[src/design/ind_addr_pkg.sv]
// constants, encodings and register map for the indirect pointer and alu flag block
package ind_addr_pkg;
    localparam int PTR_W = 12;
    localparam int DATA_W = 8;
    localparam int NUM_PTR = 3;
    localparam int FLAGS_W = 5;

    // file addresses of the block's own registers: FILE_BASE + index
    localparam logic [11:0] FILE_BASE = 12'hFE0;
    // apb byte address = index * 4
    localparam int APB_IDX_LSB = 2;
    localparam logic [4:0] IDX_PTR_BASE = 5'h00;
    localparam logic [4:0] IDX_WORKING_REGISTER = 5'h06;
    localparam logic [4:0] IDX_FLAGS = 5'h07;
    localparam logic [4:0] IDX_VPORT_BASE = 5'h08;
    localparam logic [4:0] IDX_LAST = 5'h16;
    localparam logic [4:0] MODES_PER_PTR = 5'h05;

    // access modes, in order within each pointer's group of five ports
    localparam logic [2:0] MODE_PLAIN = 3'h0;
    localparam logic [2:0] MODE_POSTDEC = 3'h1;
    localparam logic [2:0] MODE_POSTINC = 3'h2;
    localparam logic [2:0] MODE_PREINC = 3'h3;
    localparam logic [2:0] MODE_INDEXED = 3'h4;

    // alu_flags field positions
    localparam int FLAG_C = 0;
    localparam int FLAG_DC = 1;
    localparam int FLAG_Z = 2;
    localparam int FLAG_OV = 3;
    localparam int FLAG_N = 4;

    localparam logic [FLAGS_W-1:0] MASK_ARITH = 5'h1F;
    localparam logic [FLAGS_W-1:0] MASK_ROTATE = 5'h17;
    localparam logic [FLAGS_W-1:0] MASK_LOGIC = 5'h14;

    localparam logic [PTR_W-1:0] PTR_RESET = 12'h000;
    localparam logic [DATA_W-1:0] WORKING_REGISTER_RESET = 8'h00;
    localparam logic [FLAGS_W-1:0] FLAGS_RESET = 5'h00;

    typedef enum logic [2:0] {
        ALU_ADD = 3'h0,
        ALU_SUB = 3'h1,
        ALU_ROTL = 3'h2,
        ALU_ROTR = 3'h3,
        ALU_LOGIC = 3'h4
    } alu_op_e;

    typedef enum logic [3:0] {
        ST_IDLE = 4'h1,
        ST_MEM = 4'h2,
        ST_CAP = 4'h4,
        ST_DONE = 4'h8
    } state_e;
endpackage

[src/design/pointer_if.sv]
// load and step controls of one pointer register, and its value
`timescale 1ns/10ps
`default_nettype none
interface pointer_if;
    logic [ind_addr_pkg::PTR_W-1:0] value;
    logic loadLow;
    logic loadHigh;
    logic [ind_addr_pkg::DATA_W-1:0] loadData;
    logic stepUp;
    logic stepDown;
    modport owner(input loadLow, input loadHigh, input loadData, input stepUp,
        input stepDown, output value);
    modport user(output loadLow, output loadHigh, output loadData, output stepUp,
        output stepDown, input value);
endinterface
`default_nettype wire

[src/design/indirect_address_and_alu_flags.sv]
// indirect pointer registers with access ports, working register and alu flags
//
// The APB interface to the registers and the register offsets were chosen for this implementation.
`timescale 1ns/10ps
`default_nettype none
module indirect_address_and_alu_flags (
    input wire logic mclk,
    input wire logic srst,
    input wire logic ce,
    input wire logic psel,
    input wire logic penable,
    input wire logic pwrite,
    input wire logic [11:0] paddr,
    input wire logic [31:0] pwdata,
    output logic [31:0] prdata,
    output logic pready,
    output logic pslverr,
    output logic [11:0] memAddr,
    output logic memRead,
    output logic memWrite,
    output logic [7:0] memWdata,
    input wire logic [7:0] memRdata,
    input wire logic aluValid,
    input wire logic [2:0] aluOp,
    input wire logic [7:0] aluA,
    input wire logic [7:0] aluB,
    input wire logic aluToFlags,
    output logic [7:0] aluResult,
    output logic [7:0] flagsOut
);
    ind_addr_pkg::state_e state;
    ind_addr_pkg::state_e next_state;
    logic [7:0] working_register;
    logic [ind_addr_pkg::FLAGS_W-1:0] flags;
    logic [ind_addr_pkg::FLAGS_W-1:0] next_flags;
    logic [11:0] ptrVal [0:ind_addr_pkg::NUM_PTR-1];

    pointer_if ptrBus [0:ind_addr_pkg::NUM_PTR-1] ();

    // apb decode
    logic apbAccess;
    logic [4:0] apbIdx;
    logic apbMapped;
    logic indirect;
    assign apbAccess = psel & penable;
    assign apbIdx = paddr[6:ind_addr_pkg::APB_IDX_LSB];
    assign apbMapped = (paddr[11:7] == 5'h00) && (paddr[1:0] == 2'h0)
        && (apbIdx <= ind_addr_pkg::IDX_LAST);
    assign indirect = apbMapped && (apbIdx >= ind_addr_pkg::IDX_VPORT_BASE);

    // which pointer and which of its five ports
    logic [4:0] vIdx;
    logic [1:0] ptrSel;
    logic [4:0] modeWide;
    logic [2:0] mode;
    assign vIdx = apbIdx - ind_addr_pkg::IDX_VPORT_BASE;
    assign ptrSel = (vIdx >= 5'h0A) ? 2'h2 : (vIdx >= ind_addr_pkg::MODES_PER_PTR) ? 2'h1 : 2'h0;
    assign modeWide = vIdx - ((ptrSel == 2'h2) ? 5'h0A :
        (ptrSel == 2'h1) ? ind_addr_pkg::MODES_PER_PTR : 5'h00);
    assign mode = modeWide[2:0];

    // effective address
    logic [11:0] selPtr;
    logic [11:0] offset;
    logic [11:0] target;
    assign selPtr = ptrVal[ptrSel];
    assign offset = {{4{working_register[7]}}, working_register};
    assign target = (mode == ind_addr_pkg::MODE_PREINC) ? selPtr + 12'h001 :
        (mode == ind_addr_pkg::MODE_INDEXED) ? selPtr + offset :
        selPtr;

    // where the access lands
    logic targetLocal;
    logic [4:0] targetIdx;
    logic targetMapped;
    logic toMemory;
    logic [4:0] regIdx;
    logic regValid;
    logic selfRef;
    logic regAccess;
    assign targetLocal = target[11:5] == ind_addr_pkg::FILE_BASE[11:5];
    assign targetIdx = target[4:0];
    assign targetMapped = targetLocal && (targetIdx <= ind_addr_pkg::IDX_LAST);
    assign toMemory = indirect && !targetLocal;
    assign regIdx = indirect ? targetIdx : apbIdx;
    assign regValid = indirect ? targetMapped : apbMapped;
    assign selfRef = indirect && targetMapped
        && (targetIdx >= ind_addr_pkg::IDX_VPORT_BASE);
    assign regAccess = regValid && !selfRef;

    // register read view
    logic [11:0] byteSrc;
    logic [7:0] ptrByte;
    logic [7:0] regRdata;
    assign byteSrc = ptrVal[regIdx[2:1]];
    assign ptrByte = regIdx[0] ? {4'h0, byteSrc[11:8]} : byteSrc[7:0];
    assign regRdata = (regIdx < ind_addr_pkg::IDX_WORKING_REGISTER) ? ptrByte :
        (regIdx == ind_addr_pkg::IDX_WORKING_REGISTER) ? working_register :
        (regIdx == ind_addr_pkg::IDX_FLAGS) ? {3'h0, flags} :
        8'h00;

    // completion of an apb transfer; register writes, pointer steps and the self-reference zero flag take place here
    logic commit;
    logic regWrite;
    assign pready = (state == ind_addr_pkg::ST_DONE) && ce;
    assign pslverr = pready && !apbMapped;
    assign commit = apbAccess && pready;
    assign regWrite = commit && pwrite && regAccess;

    logic stepInc;
    logic stepDec;
    assign stepInc = commit && indirect
        && (mode == ind_addr_pkg::MODE_POSTINC || mode == ind_addr_pkg::MODE_PREINC);
    assign stepDec = commit && indirect && (mode == ind_addr_pkg::MODE_POSTDEC);

    for (genvar g = 0; g < ind_addr_pkg::NUM_PTR; g++) begin : gPtr
        assign ptrBus[g].loadLow = regWrite && (regIdx == 5'(2 * g));
        assign ptrBus[g].loadHigh = regWrite && (regIdx == 5'(2 * g + 1));
        assign ptrBus[g].loadData = pwdata[7:0];
        assign ptrBus[g].stepUp = stepInc && (ptrSel == 2'(g));
        assign ptrBus[g].stepDown = stepDec && (ptrSel == 2'(g));
        assign ptrVal[g] = ptrBus[g].value;
        pointer_reg uPtr (
            .mclk(mclk),
            .srst(srst),
            .ce(ce),
            .ptr(ptrBus[g])
        );
    end

    // alu result and flag logic
    logic isSub;
    logic [7:0] bOperand;
    logic [8:0] sum;
    logic [4:0] nibSum;
    logic [7:0] aluRes;
    logic [ind_addr_pkg::FLAGS_W-1:0] aluNew;
    logic [ind_addr_pkg::FLAGS_W-1:0] aluMask;
    logic ovf;
    assign isSub = aluOp == ind_addr_pkg::ALU_SUB;
    // subtraction adds the two's complement, so carries act as inverted borrows
    assign bOperand = isSub ? ~aluB : aluB;
    assign sum = {1'b0, aluA} + {1'b0, bOperand} + {8'h00, isSub};
    assign nibSum = {1'b0, aluA[3:0]} + {1'b0, bOperand[3:0]} + {4'h0, isSub};
    assign ovf = (aluA[7] == bOperand[7]) && (sum[7] != aluA[7]);
    assign aluRes = (aluOp == ind_addr_pkg::ALU_ROTL) ? {aluA[6:0], flags[ind_addr_pkg::FLAG_C]} :
        (aluOp == ind_addr_pkg::ALU_ROTR) ? {flags[ind_addr_pkg::FLAG_C], aluA[7:1]} :
        (aluOp == ind_addr_pkg::ALU_LOGIC) ? aluA :
        sum[7:0];
    assign aluNew[ind_addr_pkg::FLAG_N] = aluRes[7];
    assign aluNew[ind_addr_pkg::FLAG_OV] = ovf;
    assign aluNew[ind_addr_pkg::FLAG_Z] = aluRes == 8'h00;
    assign aluNew[ind_addr_pkg::FLAG_DC] = (aluOp == ind_addr_pkg::ALU_ROTL) ? aluA[3] :
        (aluOp == ind_addr_pkg::ALU_ROTR) ? aluA[4] : nibSum[4];
    assign aluNew[ind_addr_pkg::FLAG_C] = (aluOp == ind_addr_pkg::ALU_ROTL) ? aluA[7] :
        (aluOp == ind_addr_pkg::ALU_ROTR) ? aluA[0] : sum[8];
    assign aluMask = (aluOp == ind_addr_pkg::ALU_ROTL || aluOp == ind_addr_pkg::ALU_ROTR) ?
        ind_addr_pkg::MASK_ROTATE : (aluOp == ind_addr_pkg::ALU_LOGIC) ?
        ind_addr_pkg::MASK_LOGIC : ind_addr_pkg::MASK_ARITH;

    // flag next value: software write, then self-reference zero, then alu on top
    logic flagsWrite;
    logic zeroSet;
    logic [ind_addr_pkg::FLAGS_W-1:0] swFlags;
    logic [ind_addr_pkg::FLAGS_W-1:0] baseFlags;
    assign flagsWrite = regWrite && (regIdx == ind_addr_pkg::IDX_FLAGS);
    assign zeroSet = commit && !pwrite && selfRef;
    assign swFlags = flagsWrite ? pwdata[4:0] : flags;
    // a masked destination write keeps only the bits the operation leaves alone
    assign baseFlags = (aluValid && aluToFlags) ? aluRes[4:0] :
        (zeroSet ? (swFlags | 5'h04) : swFlags);
    assign next_flags = aluValid ? ((baseFlags & ~aluMask) | (aluNew & aluMask)) : baseFlags;
    assign flagsOut = {3'h0, flags};

    always_ff @(posedge mclk) begin
        if (srst) begin
            flags <= ind_addr_pkg::FLAGS_RESET;
        end else if (ce) begin
            flags <= next_flags;
        end
    end

    always_ff @(posedge mclk) begin
        if (srst) begin
            aluResult <= 8'h00;
        end else if (ce && aluValid) begin
            aluResult <= aluRes;
        end
    end

    always_ff @(posedge mclk) begin
        if (srst) begin
            working_register <= ind_addr_pkg::WORKING_REGISTER_RESET;
        end else if (ce && regWrite && regIdx == ind_addr_pkg::IDX_WORKING_REGISTER) begin
            working_register <= pwdata[7:0];
        end
    end

    // transfer sequencer
    always_comb begin
        case (state)
            ind_addr_pkg::ST_IDLE: begin
                if (apbAccess) begin
                    next_state = toMemory ? ind_addr_pkg::ST_MEM : ind_addr_pkg::ST_DONE;
                end else begin
                    next_state = ind_addr_pkg::ST_IDLE;
                end
            end
            ind_addr_pkg::ST_MEM: next_state = ind_addr_pkg::ST_CAP;
            ind_addr_pkg::ST_CAP: next_state = ind_addr_pkg::ST_DONE;
            ind_addr_pkg::ST_DONE: next_state = ind_addr_pkg::ST_IDLE;
            default: next_state = ind_addr_pkg::ST_IDLE;
        endcase
    end

    always_ff @(posedge mclk) begin
        if (srst) begin
            state <= ind_addr_pkg::ST_IDLE;
        end else if (ce) begin
            state <= next_state;
        end
    end

    logic startMem;
    logic startReg;
    assign startMem = (state == ind_addr_pkg::ST_IDLE) && apbAccess && toMemory;
    assign startReg = (state == ind_addr_pkg::ST_IDLE) && apbAccess && !toMemory;

    always_ff @(posedge mclk) begin
        if (srst) begin
            memAddr <= 12'h000;
            memWdata <= 8'h00;
            memRead <= 1'b0;
            memWrite <= 1'b0;
        end else if (ce) begin
            memRead <= startMem && !pwrite;
            memWrite <= startMem && pwrite;
            if (startMem) begin
                memAddr <= target;
                memWdata <= pwdata[7:0];
            end
        end
    end

    // read data: register view, zero for self reference, or the memory byte
    always_ff @(posedge mclk) begin
        if (srst) begin
            prdata <= 32'h0000_0000;
        end else if (ce && startReg) begin
            prdata <= {24'h00_0000, regAccess ? regRdata : 8'h00};
        end else if (ce && state == ind_addr_pkg::ST_CAP) begin
            prdata <= {24'h00_0000, memRdata};
        end
    end
endmodule
`default_nettype wire

[src/design/pointer_reg.sv]
// one 12-bit pointer built from a low byte and a four-bit high byte
`timescale 1ns/10ps
`default_nettype none
module pointer_reg (
    input wire logic mclk,
    input wire logic srst,
    input wire logic ce,
    pointer_if.owner ptr
);
    logic [ind_addr_pkg::PTR_W-1:0] value;
    logic [ind_addr_pkg::PTR_W-1:0] next_value;
    logic [ind_addr_pkg::PTR_W-1:0] loaded;

    assign ptr.value = value;
    assign loaded = {ptr.loadHigh ? ptr.loadData[3:0] : value[11:8],
        ptr.loadLow ? ptr.loadData : value[7:0]};
    // a byte write drops the step entirely; stepping spans all 12 bits
    assign next_value = (ptr.loadLow | ptr.loadHigh) ? loaded :
        ptr.stepUp ? value + 12'h001 :
        ptr.stepDown ? value - 12'h001 :
        value;

    always_ff @(posedge mclk) begin
        if (srst) begin
            value <= ind_addr_pkg::PTR_RESET;
        end else if (ce) begin
            value <= next_value;
        end
    end
endmodule
`default_nettype wire

[config.mk]
export PLATFORM = sky130hd
export DESIGN_NAME = indirect_address_and_alu_flags
export DESIGN_NICKNAME = d
export VERILOG_FILES = /design/src/design/ind_addr_pkg.sv /design/src/design/pointer_if.sv /design/src/design/indirect_address_and_alu_flags.sv /design/src/design/pointer_reg.sv
export SDC_FILE = /design/constraint.sdc
export NUM_CORES = 1
export LEC_CHECK = 0
export BUFFER_PORTS_ARGS = -buffer_cell sky130_fd_sc_hd__buf_2
export CAP_MARGIN = 25
export CORE_UTILIZATION = 50
export CTS_BUF_LIST = sky130_fd_sc_hd__clkbuf_8
export DETAILED_ROUTE_END_ITERATION = 10
export GPL_TIMING_DRIVEN = 0
export PLACE_DENSITY_LB_ADDON = 0.3
export SLEW_MARGIN = 20
export SYNTH_ARGS = -nofsm -noshare
export SYNTH_HDL_FRONTEND = slang
export SYNTH_HIERARCHICAL = 1
export SYNTH_SLANG_ARGS = --single-unit
[constraint.sdc]
create_clock -name mclk -period 9.1 [get_ports mclk]
set_clock_uncertainty 0.1 [all_clocks]
set_input_delay 0.455 -clock mclk [delete_from_list [all_inputs] [get_ports mclk]]
set_output_delay 0.455 -clock mclk [all_outputs]
set_load 0.05 [all_outputs]
==> flow_summary.toml <==
[logic_synthesis]
yosysMostFrequentCell = "nor2_1"
yosys_warnings = 6
ys_top_cells_by_count = "132 x nor2_1, 119 x a21oi_1, 104 x nand2_1, 91 x dfxtp_1, 69 x o21ai_0"
syn-cell-area_um2 = 9190
synth_ff_type = "dfxtp_1"
ys_ff_latch = 91
synth.top_cell.area_share_pct = 19.8
synth_cell_types = 99
ys_top_cells_by_area = "dfxtp_1 20%, ha_1 7.4%, a21oi_1 6.5%, nor2_1 5.4%, mux2i_1 4.4%"
syn_inst = 1211
synth_edf_count = 0
yosysSeqAreaShare_pct = 19.8
syn_area_per_cell_um2 = 7.59
synthArstFlopShare_pct = 0
yosysTopAreaCell = "dfxtp_1"

[worst_setup_path]
critPathCaptureType = "register"
arrival_ns = 6.75
r2r-start = "gPtr[0].uPtr/ptr.value[0]"
max_stage_delay_ns = 0.67
crit_path_top_delay_cell = "nor3_1"
critPathRequiredTime_ns = 9.29
crit_top_cell = "inv_1"
criticalPathCategory = "primary input to register"
r2r_cells = 23
cp_max_fo = 10
r2r_slack_ns = 3.26
r2r-end = "gPtr[1].uPtr/ptr.value[0]"
cp-start-kind = "primary input"

[floorplanning]
io_pins = 151
core_area_um2 = 18000
rows = 49
fp.dieH_um = 138
dieArea_um2 = 18900
initial_utilization_pct = 51.1
die_w_um = 138

[timing]
finalSetupViolCount = 0
hold_ws_ns = 0.234
fin_ws_ns = 2.54
finalMaxSlewViolations = 0
hold_violations = 0
rsz0062_at_grt = "no"
fin_crit_ns = 6.56
tightest_slew_ns = 0.893
period_share_pct = 72.1
setup_tns_ns = 0
max_freq_mhz = 152
slew_headroom_pct = 39.9

[final_layout]
syn_to_final_growth_pct = 11.4
antenna_cells = 0
drive_above_1_share_pct = 17.4
fillers = 1708
fin_util_pct = 57.0
regArea_um2 = 1820
multi_input_area_um2 = 6810
layout.nets = 1485

[placed_design]
io_buffers = 98
gp_congestion = 0.973
post-place-ws_ns = 2.34
hpwlAfterDp_um = 22500

[clock_network]
cts_tree = "done"
cts_buffers = 9
clock-sinks = 91
clockBufferDepth = 2
clkTransAtPathRegs_ns = 0.10
clk_latency_ns = 0.40
cts_hold_buf = 0
clockRootBuffer = "clkbuf_8"
h-tree-depth = 3
post_cts_resized = 0
cts_setup_buffers = 0

[route]
avgViaCountPerCell = 6.27
drt_pass1_iterations = 8
num_vias = 9901
drc = 0
antenna_left = 0
dr.first_iter.drc_count = 1266
wirelength_um = 28900
wl_per_cell_um = 18.3

[flow_run]
drv_cap = 0

[status]
status = "complete, no violations"

[global_route]
grt_max_degree = 16
grt_pass1_wl_um = 44300
antenna_found_initial = 0
grt_pass1_vias = 8528
grt_remaining_overflow = 0
track_usage_pct = 30.1

[pwr]
p_leak_nw = 4.35
p_per_area_nw_per_um2 = 100
ir_drop_mv = 0.0642

[hold_path]
holdPathEnd = "memWrite"
worstHoldStart = "pwrite"
holdPathStages = 3
hp-class = "primary input to register"
layout make-up:
class	instances	area share, %
Timing Repair Buffer	98	4.79
Clock buffer	10	1.34
Sequential cell	91	17.8
Multi-Input combinational cell	1032	66.5
Clock inverter	5	0.379
Inverter	32	1.17
Buffer	82	5.24
Tap cell	229	2.80
routing by layer:
metal	vias to the layer above	wire, um	GRT usage, %
li1	4773	-	-
met4	0	1090	14.0
met2	509	12600	45.6
met3	78	2790	3.86
met5	-	0	0
met1	4541	12300	42.0
sequential cells by signal (all words and copies together) (netlist names):
register / count
memRead: 1
gPtr.uPtr/ptr.value: 36
memAddr: 12
memWdata: 8
flags: 5
aluResult: 8
prdata: 8
working_register: 8
memWrite: 1
state: 4
cells in the final DEF, fill, tap and decap left out, drive strengths merged, types with 8 or more instances in the layout:
cell     instances
or3             12
a21oi          126
nand4            9
o21ai           79
ha              54
o21a            10
xnor2           25
and3            12
nand2b          14
xor2            19
a211oi          31
o22ai           15
nand2          111
clkbuf          38
a211o            9
o2111ai         18
mux2            10
nor3            33
and2             8
conb            27
buf            152
nand3           49
o211ai          13
dfxtp           91
inv             34
a31oi           20
a21o            25
nor2           140
mux2i           41
through the flow:
stage	cell area, um2	cells	power, mW
floorplan	9290	1237	0.666
global placement	10100	1564	0.749
detailed placement	10100	1564	0.753
CTS	10200	1579	1.02
global route	10200	1579	1.07
finish	10200	1579	1.02
cell families (layout without fill, tap and decap cells):
logic type | after synthesis | after routing | synth area share (%)
flops | 91 | 91 | 19.8
xor+xnor | 44 | 44 | 4.28
simple gates | 421 | 421 | 21.9
buf+inv | 114 | 227 | 7.15
compound gates | 429 | 429 | 32.2
fa+ha+maj | 60 | 60 | 8.66
mux | 51 | 51 | 5.95
other cells | 1 | 27 | 0.0408
report_power, final:
group / internal, mW / switching [mW] / total, mW
combinational: 0.115 / 0.229 / 0.344
clock: 0.107 / 0.164 / 0.272
sequential: 0.404 / 0.00478 / 0.408
worst max path at each step:
stage	from	slack [ns]	cells past startpoint	to
CTS	paddr[6]	2.72	27	gPtr[1].uPtr/ptr.value[0]
finish	paddr[6]	2.54	29	gPtr[1].uPtr/ptr.value[0]
global route	paddr[6]	2.12	26	gPtr[1].uPtr/ptr.value[0]
detailed placement	paddr[6]	2.34	29	gPtr[1].uPtr/ptr.value[0]
floorplan	paddr[6]	3.62	27	gPtr[0].uPtr/ptr.value[6]
global placement	paddr[6]	2.37	27	gPtr[1].uPtr/ptr.value[0]
critical path, delay by kind of cell:
family	cells	cell delay (ns)
adders and majority gates	3	0.75
buffers and inverters	10	1.68
muxes	1	0.28
AOI/OAI and AO/OA	6	1.45
and+or+nand+nor	9	2.10
No activity file was read; power rests on OpenSTA's default activity.
